===== config.mk =====
export PLATFORM = sky130hd
export DESIGN_NAME = osb_sideband
export DESIGN_NICKNAME = d
export VERILOG_FILES = /design/src/common/osb_pkg.sv /design/src/design/osb_sideband.sv
export SDC_FILE = /design/constraint.sdc
export NUM_CORES = 1
export LEC_CHECK = 0
export BUFFER_PORTS_ARGS = -buffer_cell sky130_fd_sc_hd__buf_2
export CORE_ASPECT_RATIO = 0.7
export CORE_MARGIN = 8
export CORE_UTILIZATION = 50
export CTS_CLUSTER_SIZE = 24
export DETAILED_ROUTE_END_ITERATION = 12
export PLACE_DENSITY = 0.75
export SYNTH_ARGS = -nofsm -noshare
export SYNTH_HDL_FRONTEND = slang
export SYNTH_SLANG_ARGS = --single-unit

===== constraint.sdc =====
create_clock -name clock -period 2.2 [get_ports clock]
set_input_delay 0.44 -clock clock [delete_from_list [all_inputs] [get_ports clock]]
set_output_delay 0.44 -clock clock [all_outputs]
set_load 0.005 [all_outputs]

===== src/common/osb_pkg.sv =====
// Purpose: shared constants and types for the module sideband pin logic
// Assumes: 20 MHz module clock
// Notes:   reset and init cycle counts are defaults; the top module takes them as parameters
package osb_pkg;

	// ******************************************************************
	// timing
	// ******************************************************************
	localparam int unsigned CLK_HZ           = 20000000;
	localparam int unsigned RESET_MIN_NS     = 10000;
	localparam int unsigned INIT_TIME_NS     = 100000;
	localparam int unsigned RESET_MIN_CYC    = (RESET_MIN_NS / 1000) * (CLK_HZ / 1000000) + 1;
	localparam int unsigned INIT_CYC         = (INIT_TIME_NS / 1000) * (CLK_HZ / 1000000);
	localparam int unsigned FILT_CYC         = 4;
	localparam int          CNT_W            = 16;

	// ******************************************************************
	// reset values
	// ******************************************************************
	localparam logic        RST_SEL_N        = 1'b1;
	localparam logic        RST_MRST_N       = 1'b1;
	localparam logic        RST_LPWR         = 1'b0;

	// ******************************************************************
	// types
	// ******************************************************************
	typedef enum logic [1:0]
	{
		OSB_ST_INIT  = 2'b00,
		OSB_ST_RUN   = 2'b01,
		OSB_ST_RESET = 2'b10
	} osb_state_t;

	typedef struct packed
	{
		logic module_select_n;
		logic module_reset_n;
		logic low_power_request;
	} osb_pins_t;

	typedef struct packed
	{
		logic bus_enable;
		logic low_power;
		logic settings_reset;
		logic data_not_ready;
	} osb_ctrl_t;

endpackage : osb_pkg


===== src/design/osb_sideband.sv =====
// Purpose: sideband pin logic of a pluggable four-lane optical receiver
// Assumes: pull-ups on select and reset are modelled by the testbench wire
// Notes:   interrupt is open drain: pin driven low when enable is low
//
// Behaviour
// - select low outside the reset hold: answer two-wire bus commands
// - select high: ignore bus, never drive data
// - select defaults high via pull-up
// - reset input defaults high via pull-up
// - long reset low restores all settings
// - init timing starts at reset release
// - interrupt asserted with not-ready flag cleared
// - power-up posts same completion interrupt
// - low-power request high reduces consumption
// - presence output tied to ground
// - interrupt low reports fault or status
// - interrupt open collector, never driven high
`timescale 1ns/100ps
`default_nettype none

module osb_sideband
	import osb_pkg::*;
#(
	parameter int unsigned RESET_MIN = RESET_MIN_CYC,
	parameter int unsigned INIT_LEN  = INIT_CYC
)
(
	// clock and reset
	input  wire logic      clock,
	input  wire logic      rst_n,
	// connector pins
	input  wire osb_pins_t pins,
	output logic           module_present_n,
	output logic           interrupt_o,
	output logic           interrupt_oe_n,
	// two-wire slave and management side
	input  wire logic      fault_event,
	input  wire logic      status_read_ack,
	input  wire logic      sda_drive_low_req,
	output logic           sda_o,
	output logic           sda_oe_n,
	output var osb_ctrl_t  ctrl
);

	// ******************************************************************
	// synchronisers
	// ******************************************************************
	localparam int NP = 3;
	logic [NP-1:0] meta_q;
	logic [NP-1:0] sync_q;
	logic [NP-1:0] raw_in;
	logic [NP-1:0] filt_q;
	// select and reset flops start at the pulled-up levels (deselected and released); low-power request starts low
	localparam logic [NP-1:0] RST_VALS = {RST_SEL_N, RST_MRST_N, RST_LPWR};

	assign raw_in   = {pins.module_select_n, pins.module_reset_n, pins.low_power_request};

	always_ff @(posedge clock or negedge rst_n)
	begin
		if (!rst_n)
		begin
			meta_q <= RST_VALS;
			sync_q <= RST_VALS;
		end
		else
		begin
			meta_q <= raw_in;
			sync_q <= meta_q;
		end
	end

	// ******************************************************************
	// glitch filters
	// ******************************************************************
	// a level must stand FILT_CYC cycles before logic sees it; costs latency
	genvar gi;
	generate
		for (gi = 0; gi < NP; gi++)
		begin : g_filt
			logic [2:0] fcnt_q;
			always_ff @(posedge clock or negedge rst_n)
			begin
				if (!rst_n)
				begin
					fcnt_q      <= 3'h0;
					filt_q[gi]  <= RST_VALS[gi];
				end
				else if (sync_q[gi] == filt_q[gi])
					fcnt_q <= 3'h0;
				else if (fcnt_q == 3'(FILT_CYC - 1))
				begin
					fcnt_q     <= 3'h0;
					filt_q[gi] <= sync_q[gi];
				end
				else
					fcnt_q <= fcnt_q + 3'h1;
			end
		end
	endgenerate

	wire logic sel_n_f = filt_q[2];
	wire logic mrst_f  = filt_q[1];
	wire logic lpwr_f  = filt_q[0];

	// ******************************************************************
	// reset and initialisation sequencer
	// ******************************************************************
	osb_state_t     state_q;
	osb_state_t     state_d;
	logic [CNT_W-1:0] cnt_q;
	logic [CNT_W-1:0] cnt_d;
	logic           long_low;
	logic           init_done;

	assign long_low  = (cnt_q >= CNT_W'(RESET_MIN));
	assign init_done = (cnt_q >= CNT_W'(INIT_LEN));

	always_comb
	begin
		state_d = state_q;
		cnt_d   = cnt_q;
		unique case (state_q)
			OSB_ST_INIT:
			begin
				// init interval runs from power-up or reset release
				cnt_d = cnt_q + CNT_W'(1);
				if (!mrst_f)
				begin
					state_d = OSB_ST_RESET;
					cnt_d   = '0;
				end
				else if (init_done)
				begin
					state_d = OSB_ST_RUN;
					cnt_d   = '0;
				end
			end
			OSB_ST_RUN:
			begin
				if (!mrst_f)
				begin
					state_d = OSB_ST_RESET;
					cnt_d   = '0;
				end
			end
			OSB_ST_RESET:
			begin
				if (mrst_f)
				begin
					// short pulses are ignored and fall back to running
					state_d = long_low ? OSB_ST_INIT : OSB_ST_RUN;
					cnt_d   = '0;
				end
				else if (!long_low)
					cnt_d = cnt_q + CNT_W'(1);
			end
			default:
			begin
				state_d = OSB_ST_INIT;
				cnt_d   = '0;
			end
		endcase
	end

	always_ff @(posedge clock or negedge rst_n)
	begin
		if (!rst_n)
		begin
			state_q <= OSB_ST_INIT;
			cnt_q   <= '0;
		end
		else
		begin
			state_q <= state_d;
			cnt_q   <= cnt_d;
		end
	end

	// ******************************************************************
	// interrupt flag
	// ******************************************************************
	logic irq_q;
	logic dnr_q;
	logic done_evt;

	assign done_evt = (state_q == OSB_ST_INIT) && (state_d == OSB_ST_RUN);

	always_ff @(posedge clock or negedge rst_n)
	begin
		if (!rst_n)
		begin
			irq_q <= 1'b0;
			dnr_q <= 1'b1;
		end
		else
		begin
			dnr_q <= (state_d != OSB_ST_RUN);
			// a new event in the clear cycle wins over the read
			if (done_evt || (fault_event && state_q == OSB_ST_RUN))
				irq_q <= 1'b1;
			else if (status_read_ack || state_d == OSB_ST_RESET)
				irq_q <= 1'b0;
		end
	end

	// ******************************************************************
	// pins and control
	// ******************************************************************
	wire logic bus_en = !sel_n_f && (state_q != OSB_ST_RESET);

	assign module_present_n = 1'b0;
	assign interrupt_o      = 1'b0;
	assign interrupt_oe_n   = !irq_q;
	assign sda_o            = 1'b0;
	assign sda_oe_n         = !(bus_en && sda_drive_low_req);

	always_ff @(posedge clock or negedge rst_n)
	begin
		if (!rst_n)
			ctrl <= '{bus_enable: 1'b0, low_power: RST_LPWR, settings_reset: 1'b1, data_not_ready: 1'b1};
		else
		begin
			ctrl.bus_enable     <= bus_en;
			ctrl.low_power      <= lpwr_f;
			ctrl.settings_reset <= (state_q == OSB_ST_RESET) && long_low;
			ctrl.data_not_ready <= dnr_q;
		end
	end

	// ******************************************************************
	// checks
	// ******************************************************************
	property p_sda_quiet;
		@(posedge clock) disable iff (!rst_n)
		sel_n_f |-> sda_oe_n;
	endproperty
	a_sda_quiet: assert property (p_sda_quiet) else $error("data driven while deselected");

	property p_present;
		@(posedge clock) disable iff (!rst_n)
		module_present_n == 1'b0;
	endproperty
	a_present: assert property (p_present) else $error("presence not low");

	property p_oc;
		@(posedge clock) disable iff (!rst_n)
		interrupt_o == 1'b0;
	endproperty
	a_oc: assert property (p_oc) else $error("interrupt driven high");

	property p_done_irq;
		@(posedge clock) disable iff (!rst_n)
		done_evt |=> !interrupt_oe_n && !dnr_q ##1 !ctrl.data_not_ready;
	endproperty
	a_done_irq: assert property (p_done_irq) else $error("no completion interrupt");

	property p_lpwr;
		@(posedge clock) disable iff (!rst_n)
		$rose(lpwr_f) |=> ctrl.low_power;
	endproperty
	a_lpwr: assert property (p_lpwr) else $error("low power not followed");

	property p_sel_en;
		@(posedge clock) disable iff (!rst_n)
		(!sel_n_f && state_q == OSB_ST_RUN) |=> ctrl.bus_enable;
	endproperty
	a_sel_en: assert property (p_sel_en) else $error("bus not enabled");

	property p_filter;
		@(posedge clock) disable iff (!rst_n)
		$changed(filt_q) |-> $past(sync_q) != $past(filt_q);
	endproperty
	a_filter: assert property (p_filter) else $error("filter output moved without input");

	property p_short_ignored;
		@(posedge clock) disable iff (!rst_n)
		(state_q == OSB_ST_RESET && mrst_f && !long_low) |=> state_q == OSB_ST_RUN;
	endproperty
	a_short_ignored: assert property (p_short_ignored) else $error("short reset acted");

	property p_init_start;
		@(posedge clock) disable iff (!rst_n)
		(state_q == OSB_ST_RESET && mrst_f && long_low) |=> state_q == OSB_ST_INIT && cnt_q == '0;
	endproperty
	a_init_start: assert property (p_init_start) else $error("init not started at release");

endmodule : osb_sideband

`default_nettype wire


# == Word-level counts from Yosys, hierarchy flattened ==
# Cells that the tools add are included.
# op_classes
n_addsub,4
n_lt_le_gt_ge,2
n_eq_ne,14
mux,20
bitwise,3
reduce_logical,16
# op_table
operator,n
$mux W16,5
$pmux W16 S3,1
$mux W3,6
$add A16 B1 Y16 const B,1
$ge A16 B11 Y1 const B,1
$ge A16 B8 Y1 const B,1
$add A3 B1 Y3 const B,3
$eq A3 B2 Y1 const B,3
$mux W2,4
$reduce_and A2 Y1,4
$pmux W2 S3,1
$logic_and A1 B1 Y1,5
$eq A2 B1 Y1 const B,2
$eq A2 B2 Y1 const B,2
$ne A2 B2 Y1 const B,2
$eq A1 B1 Y1,3
$logic_not A1 Y1,3
$mux W1,3
$ne A3 B3 Y1 const B,1
$not A1 Y1,3
$logic_not A2 Y1,1
$logic_or A1 B1 Y1,2
$ne A2 B1 Y1 const B,1
$reduce_bool A2 Y1,1
# totals
ff_bits,42
in_bits,8
output_inout_bits,9
word_cells,75

# == Depth between registers and ports, before layout ==
# Gate-level depths: netlist of run 1.
# depth
depth_word,8
depth_mapped,8
mapped_depth_nobuf,7

# == Least setup slack after synthesis of run 1 ==
# Ideal clock, no wire load.
# synth_timing
kind,flip-flop to flip-flop
from,reg cnt_q[0]
to,reg cnt_q[8]
setup_ns,0.078
arrival_time_ns,1.688
t_required_ns,2.122
slack_ns,0.433
stages_incl_launch_ff,8
path_buffers,1
period_less_slack_ns,1.767
path_cell_list,dfrtp_1 ha_1 nor4_2 a211oi_2 o21a_1 buf_6 or3_1 a21oi_1
# synth_between
elab_chain_cells,4
word_cells_on_any_way,10
cone_classes,add/sub (1); order compare (2); eq/ne (1); mux (5); reduce/logical (1)
# synth_rtl
element,line,text
from (decl),osb_sideband.sv:110,logic [CNT_W-1:0] cnt_q;
from (signal assigned),osb_sideband.sv:175,cnt_q <= cnt_d;
$add A16 B1 Y16 / $ge A16 B11 Y1 (equally long branches),"osb_sideband.sv:126, osb_sideband.sv:155, osb_sideband.sv:116",
"$mux W16, on equally long branches","osb_sideband.sv:154, osb_sideband.sv:132",
"$mux W16, on equally long branches","osb_sideband.sv:148, osb_sideband.sv:127",
$pmux W16 S3,osb_sideband.sv:122,unique case (state_q)
# Parallel ways exist; a longest one is shown, timed or not. The select of a mux whose other input is x is not followed.
# A chain may end at the register's enable or synchronous reset.

# == Final worst setup path of run 1 ==
# layout_timing
from,reg cnt_q[1]
to,reg cnt_q[6]
# The elaborated chain is that of the path after synthesis.

==> flow_metrics.env, run 1 <==
export IMPL_wl_per_cell_um=14.8
export IMPL_antenna_found_initial=0
export IMPL_first_pass_iters=4
export IMPL_holdCritPathClass="primary input to async pin"
export IMPL_ant_nets=0
export IMPL_critPathRequiredTime_ns=2.42
export IMPL_internal_power_uw=1430
export IMPL_p_clk_share_pct=24.9
export IMPL_vias_per_cell=5.43
export IMPL_grt_pass1_vias=1266
export IMPL_yosysUniqueCellTypes=39
export IMPL_period_share_pct=88.9
export IMPL_slowest_stage="dfrtp_1"
export IMPL_initial_core_util_pct=52.3
export IMPL_seqPwrFrac_pct=50.8
export IMPL_pin_count=17
export IMPL_die_height_um=66.9
export IMPL_synth_seq_cells=42
export IMPL_fin_skew_ns=0.00684
export IMPL_yosysWarnings=0
export IMPL_hold_slack_ns=0.0548
export IMPL_cp_max_fo=12
export IMPL_port_buffers=13
export IMPL_netlist_instances=164
export IMPL_synth_area_leader_cell="dfrtp_1"
export IMPL_drv_slew=0
export IMPL_core_area_sq_um=3540
export IMPL_die_w_um=88.7
export IMPL_worst_setup_path_start_kind="register"
export IMPL_setup_violations_final=0
export IMPL_vias=1250
export IMPL_grt_pass1_wl_mm=5.86
export IMPL_clk_latency_ns=0.30
export IMPL_finalWirelength_mm=3.41
export IMPL_final_util_pct=57.8
export IMPL_pre_cts_ws_ns=0.268
export IMPL_grt_overflow_total=0
export IMPL_root_buffer="clkbuf_8"
export IMPL_first_iter_violations=81
export IMPL_grt_start_max_net_pins=25
export IMPL_drc=0
export IMPL_fill_cells=312
export IMPL_cts_sinks=42
export IMPL_fin_nets=194
export IMPL_async_reset_ff_share_pct=100
export IMPL_yosysTopAreaCellShare_pct=44.7
export IMPL_synth_edf_count=0
export IMPL_grt_usage_pct=13.1
export IMPL_layout_commonest_cell="dfrtp_1"
export IMPL_cp_buffers_inverters=1
export IMPL_hold_viol_final=0
export IMPL_synth_ff_type="dfrtp_1"
export IMPL_endpoint_kind="register"
export IMPL_p_sw_uw=697
export IMPL_htree_levels=2
export IMPL_syn_area_per_cell_sq_um=11.3
export IMPL_rows=18
export IMPL_status="completed"
export IMPL_layout_common_cells="33 x dfrtp_1, 13 x buf_2, 11 x a21oi_1, 10 x nor3_1"
export IMPL_min_period_ns=1.96
export IMPL_dp_cells=222
export IMPL_gp_congestion=0.923
export IMPL_syn_area_sq_um=1850
export IMPL_critPathMaxStageDelay_ns=0.40
export IMPL_pwr_density_cell_nw_per_um2=1040
export IMPL_crit_chain="inv_1 -> ha_1 -> nor4_2 -> a211oi_2 -> o21a_1 -> or3_1 -> a21oi_1"
export IMPL_drive_gt1_share_pct=20.6
export IMPL_combPwrFrac_pct=24.3
export IMPL_rsz0062_at_grt="no"
export IMPL_peakVddDrop_uv=583
export IMPL_final_instance_count_excl_fill=230
export IMPL_p_leak_uw=0.000900
export IMPL_n_antenna_cell=0
export IMPL_design_die_area_sq_um=5930
export IMPL_max_freq_mhz=511
export IMPL_arrival_ns=2.18
export IMPL_switching_share_pct=32.8
export IMPL_cts_inserted_buffers=5
export IMPL_cp_top_family="compound AO/OA/AOI/OAI gates"
export IMPL_clockBufferDepth=2
export IMPL_maxCapViolations=0
export IMPL_hpwlAfterDp_mm=2.55
export IMPL_setup_ws_ns=0.244
export IMPL_clk_pin_slew_ns=0.08
export IMPL_tns_ns=0
export IMPL_cts_tree="built"
export IMPL_ys_top_cells_by_area="dfrtp_1 45%, dfstp_2 13%, ha_1 4.7%, nor2b_1 3.0%, a21oi_1 3.0%"
export IMPL_critical_path_class="register to register"
export IMPL_post_cts_buffers=0
export IMPL_areaGrowthSynthToFinish_pct=10.6
export IMPL_yosysSeqAreaShare_pct=57.4
[final timing paths]
| check | slack, ns | cells after the start | endpoint | startpoint |
|---|---|---|---|---|
| max reg2reg | 0.24 | 7 | cnt_q[6]$_DFFE_PN0P_ | cnt_q[1]$_DFFE_PN0P_ |
| min | 0.05 | 1 | sync_q[0]$_DFF_PN0_ | rst_n |
| min reg2reg | 0.36 | 0 | ctrl[0]$_DFF_PN1_ | dnr_q$_DFF_PN1_ |
| max in group asynchronous | 1.45 | 2 | ctrl[1]$_DFF_PN1_ | rst_n |
| max | 0.24 | 7 | cnt_q[6]$_DFFE_PN0P_ | cnt_q[1]$_DFFE_PN0P_ |
| min in group clock | 0.23 | 1 | meta_q[1]$_DFF_PN1_ | pins[1] |
[layer usage]
metal  GRT usage (%)  vias up  routed length [um]  part of all wire, %
met2            19.8       27                1560                   46
met5               0        -                   0                    0
li1                -      609                   -                    -
met3            4.18        7                 167                  4.9
met1            16.4      607                1610                   47
met4            6.71        0                  63                  1.9
[logic make-up after synthesis]
| group | synth area share (%) |
|---|---|
| other cells | 0.203 |
| fa+ha+maj | 4.74 |
| simple gates | 19.4 |
| compound gates | 11.2 |
| flops | 57.4 |
| buf+inv | 3.72 |
| xor+xnor | 1.42 |
| mux | 1.83 |
[synthesized netlist by cell type (all sizes together) (4+ instances only)]
cell type and number:
dfrtp 33, a21oi 11, nor3 10, dfstp 9, nor2b 9, o21ai 8
ha 7, nor2 7, nand2 6, or3 6, buf 5, inv 5
a31oi 4, and2 4, and4 4, nand3 4
[registers in the layout (all words and copies together) (netlist names)]
register,flops
meta_q,3
mrst_f,1
irq_q,1
ctrl,4
cnt_q,16
sel_n_f,1
sync_q,3
g_filt.fcnt_q,9
dnr_q,1
state_q,2
lpwr_f,1
[metrics by stage]
stage / instance area [sq um] / power, uW
finish: 2040 / 2130
global route: 2040 / 2260
CTS: 2040 / 2140
detailed placement: 1940 / 1610
global placement: 1940 / 1560
floorplan: 1860 / 1450
[final cells by class]
cell class / instances / area (sq um) / share of cell area, %
Sequential cell: 42 / 1060 / 52.0
Multi-Input combinational cell: 111 / 729 / 35.7
Timing Repair Buffer: 14 / 72.6 / 3.55
Tap cell: 50 / 62.6 / 3.06
Inverter: 5 / 18.8 / 0.918
Clock buffer: 6 / 82.6 / 4.04
Clock inverter: 2 / 16.3 / 0.796
[worst reg2reg max path: cells and delay by family (launching register included)]
kind,cells,cell delay (ns)
flops,1,0.40
compound gates,3,0.63
buf+inv,1,0.10
simple gates,2,0.55
fa+ha+maj,1,0.21
[power groups by stage]
stage	Combinational [uW]	Sequential (uW)	Clock, uW
after detailed placement	513	1100	0
after global routing	582	1110	571
after global placement	478	1080	0
final	517	1080	529
after CTS	521	1080	540
after floorplan	428	1020	0
[what timing repair did]
action / 4_1_cts / 5_1_grt
hold buffers: 0 / 0
endpoints found under the setup margin: 0 / 2
gates resized for setup: 0 / 1
Note: power is estimated with default switching activity, not from simulation.
==> run 2: changes to the inputs <==
--- a/config.mk
+++ b/config.mk
@@ -11,7 +11,7 @@
 export CORE_UTILIZATION = 50
 export CTS_CLUSTER_SIZE = 24
 export DETAILED_ROUTE_END_ITERATION = 12
-export PLACE_DENSITY = 0.75
+export PLACE_DENSITY = 0.69
 export SYNTH_ARGS = -nofsm -noshare
 export SYNTH_HDL_FRONTEND = slang
 export SYNTH_SLANG_ARGS = --single-unit
==> flow_metrics.env, run 2 (synthesis gave the netlist of run 1 again) <==
export IMPL_n_antenna_cell=0
export IMPL_cp_max_fo=12
export IMPL_p_leak_uw=0.000904
export IMPL_worst_setup_path_start_kind="register"
export IMPL_arrival_ns=2.22
export IMPL_root_buffer="clkbuf_8"
export IMPL_initial_core_util_pct=52.3
export IMPL_first_pass_iters=4
export IMPL_grt_pass1_vias=1352
export IMPL_vias=1300
export IMPL_critical_path_class="register to register"
export IMPL_clockBufferDepth=2
export IMPL_finalWirelength_mm=3.46
export IMPL_fin_nets=195
export IMPL_clk_latency_ns=0.29
export IMPL_grt_usage_pct=13.2
export IMPL_setup_violations_final=0
export IMPL_final_util_pct=57.8
export IMPL_cts_hold_buf=0
export IMPL_placed_cell_area_sq_um=1960
export IMPL_die_height_um=66.9
export IMPL_maxCapViolations=0
export IMPL_cts_resized=0
export IMPL_cts_sinks=42
export IMPL_top_register="cnt_q"
export IMPL_clk_pin_slew_ns=0.07
export IMPL_r2r_slack_ns=0.19
export IMPL_switching_share_pct=31.7
export IMPL_status="completed"
export IMPL_areaGrowthSynthToFinish_pct=10.6
export IMPL_r2r_start="cnt_q[1]$_DFFE_PN0P_"
export IMPL_grt_pass1_wl_mm=6.00
export IMPL_grt_start_max_net_pins=43
export IMPL_drive_gt1_share_pct=19.6
export IMPL_grt_overflow_total=0
export IMPL_ant_nets=0
export IMPL_rows=18
export IMPL_min_period_ns=2.01
export IMPL_endpoint_kind="register"
export IMPL_hpwlAfterDp_mm=2.49
export IMPL_pwr_density_cell_nw_per_um2=1010
export IMPL_fin_skew_ns=0.00653
export IMPL_reg_top3="cnt_q: 16 flops, g_filt.fcnt_q: 9 flops, ctrl: 4 flops"
export IMPL_pre_cts_ws_ns=0.239
export IMPL_rsz0062_at_grt="no"
export IMPL_holdCritPathClass="primary input to async pin"
export IMPL_seqPwrFrac_pct=52.2
export IMPL_setup_ws_ns=0.185
export IMPL_die_w_um=88.7
export IMPL_critPathRequiredTime_ns=2.40
export IMPL_p_clk_share_pct=23.0
export IMPL_largest_reg_flops=16
export IMPL_antenna_found_initial=0
export IMPL_fill_cells=291
export IMPL_post_cts_buffers=0
export IMPL_core_area_sq_um=3540
export IMPL_hold_viol_final=0
export IMPL_max_freq_mhz=496
export IMPL_drc=0
export IMPL_p_sw_uw=656
export IMPL_gp_congestion=0.846
export IMPL_htree_levels=2
export IMPL_first_iter_violations=60
export IMPL_vias_per_cell=5.68
export IMPL_r2r_end="cnt_q[8]$_DFFE_PN0P_"
export IMPL_cts_tree="built"
export IMPL_peakVddDrop_uv=558
export IMPL_crit_start="cnt_q[1]$_DFFE_PN0P_"
export IMPL_drv_slew=0
export IMPL_wl_per_cell_um=15.1
export IMPL_period_share_pct=91.6
export IMPL_combPwrFrac_pct=24.8
export IMPL_pin_count=17
export IMPL_internal_power_uw=1410
export IMPL_port_buffers=13
export IMPL_r2r_cells=7
export IMPL_cts_inserted_buffers=5
export IMPL_design_die_area_sq_um=5930
export IMPL_layout_common_cells="33 x dfrtp_1, 13 x buf_2, 11 x a21oi_1, 10 x nor3_1"
export IMPL_fin_area_sq_um=2040
export IMPL_layout_commonest_cell="dfrtp_1"
export IMPL_tns_ns=0
## run 2: per-stage QoR
| step | cells | power [uW] | hold slack, ns |
|---|---|---|---|
| 6_report | 229 | 2070 | 0.113 |
| 2_1_floorplan | 166 | 1450 | 0.144 |
| 5_1_grt | 229 | 2200 | 0.127 |
| 4_1_cts | 229 | 2090 | 0.122 |
| 3_5_place_dp | 223 | 1610 | 0.335 |
| 3_3_place_gp | 223 | 1560 | 0.333 |
## run 2: area by class of cell
class	count	area [sq um]	share of cell area, %
Sequential cell	42	1060	52.0
Tap cell	50	62.6	3.06
Inverter	5	18.8	0.918
Clock buffer	6	82.6	4.04
Timing Repair Buffer	15	92.6	4.53
Multi-Input combinational cell	111	726	35.5
## run 2: worst max path at each step
stage / end / slack [ns] / cells after the start
6_report: cnt_q[8]$_DFFE_PN0P_ / 0.19 / 7
5_1_grt: cnt_q[8]$_DFFE_PN0P_ / 0.03 / 7
4_1_cts: cnt_q[8]$_DFFE_PN0P_ / 0.21 / 7
3_5_place_dp: cnt_q[8]$_DFFE_PN0P_ / 0.24 / 7
3_3_place_gp: cnt_q[7]$_DFFE_PN0P_ / 0.42 / 7
2_1_floorplan: cnt_q[8]$_DFFE_PN0P_ / 0.43 / 7
## run 2: critical path: stages, from the launching register on
cell      delay, ns
dfrtp_1        0.40
inv_1          0.10
ha_1           0.20
nor4_2         0.18
a211oi_2       0.14
o21a_1         0.32
or3_1          0.39
a21oi_1        0.19
## run 2: power groups by stage
stage / combinational (uW) / sequential (uW) / clock (uW)
global route: 589 / 1100 / 517
CTS: 517 / 1080 / 491
floorplan: 428 / 1020 / 0
detailed placement: 514 / 1090 / 0
global placement: 484 / 1080 / 0
finish: 512 / 1080 / 477
## run 2: layer usage
| layer | wire, um | vias to the layer above | GRT usage, % |
|---|---|---|---|
| met4 | 61 | 0 | 6.29 |
| met1 | 1650 | 651 | 15.9 |
| li1 | - | 608 | - |
| met5 | 0 | - | 0 |
| met2 | 1550 | 32 | 21.0 |
| met3 | 195 | 9 | 4.18 |
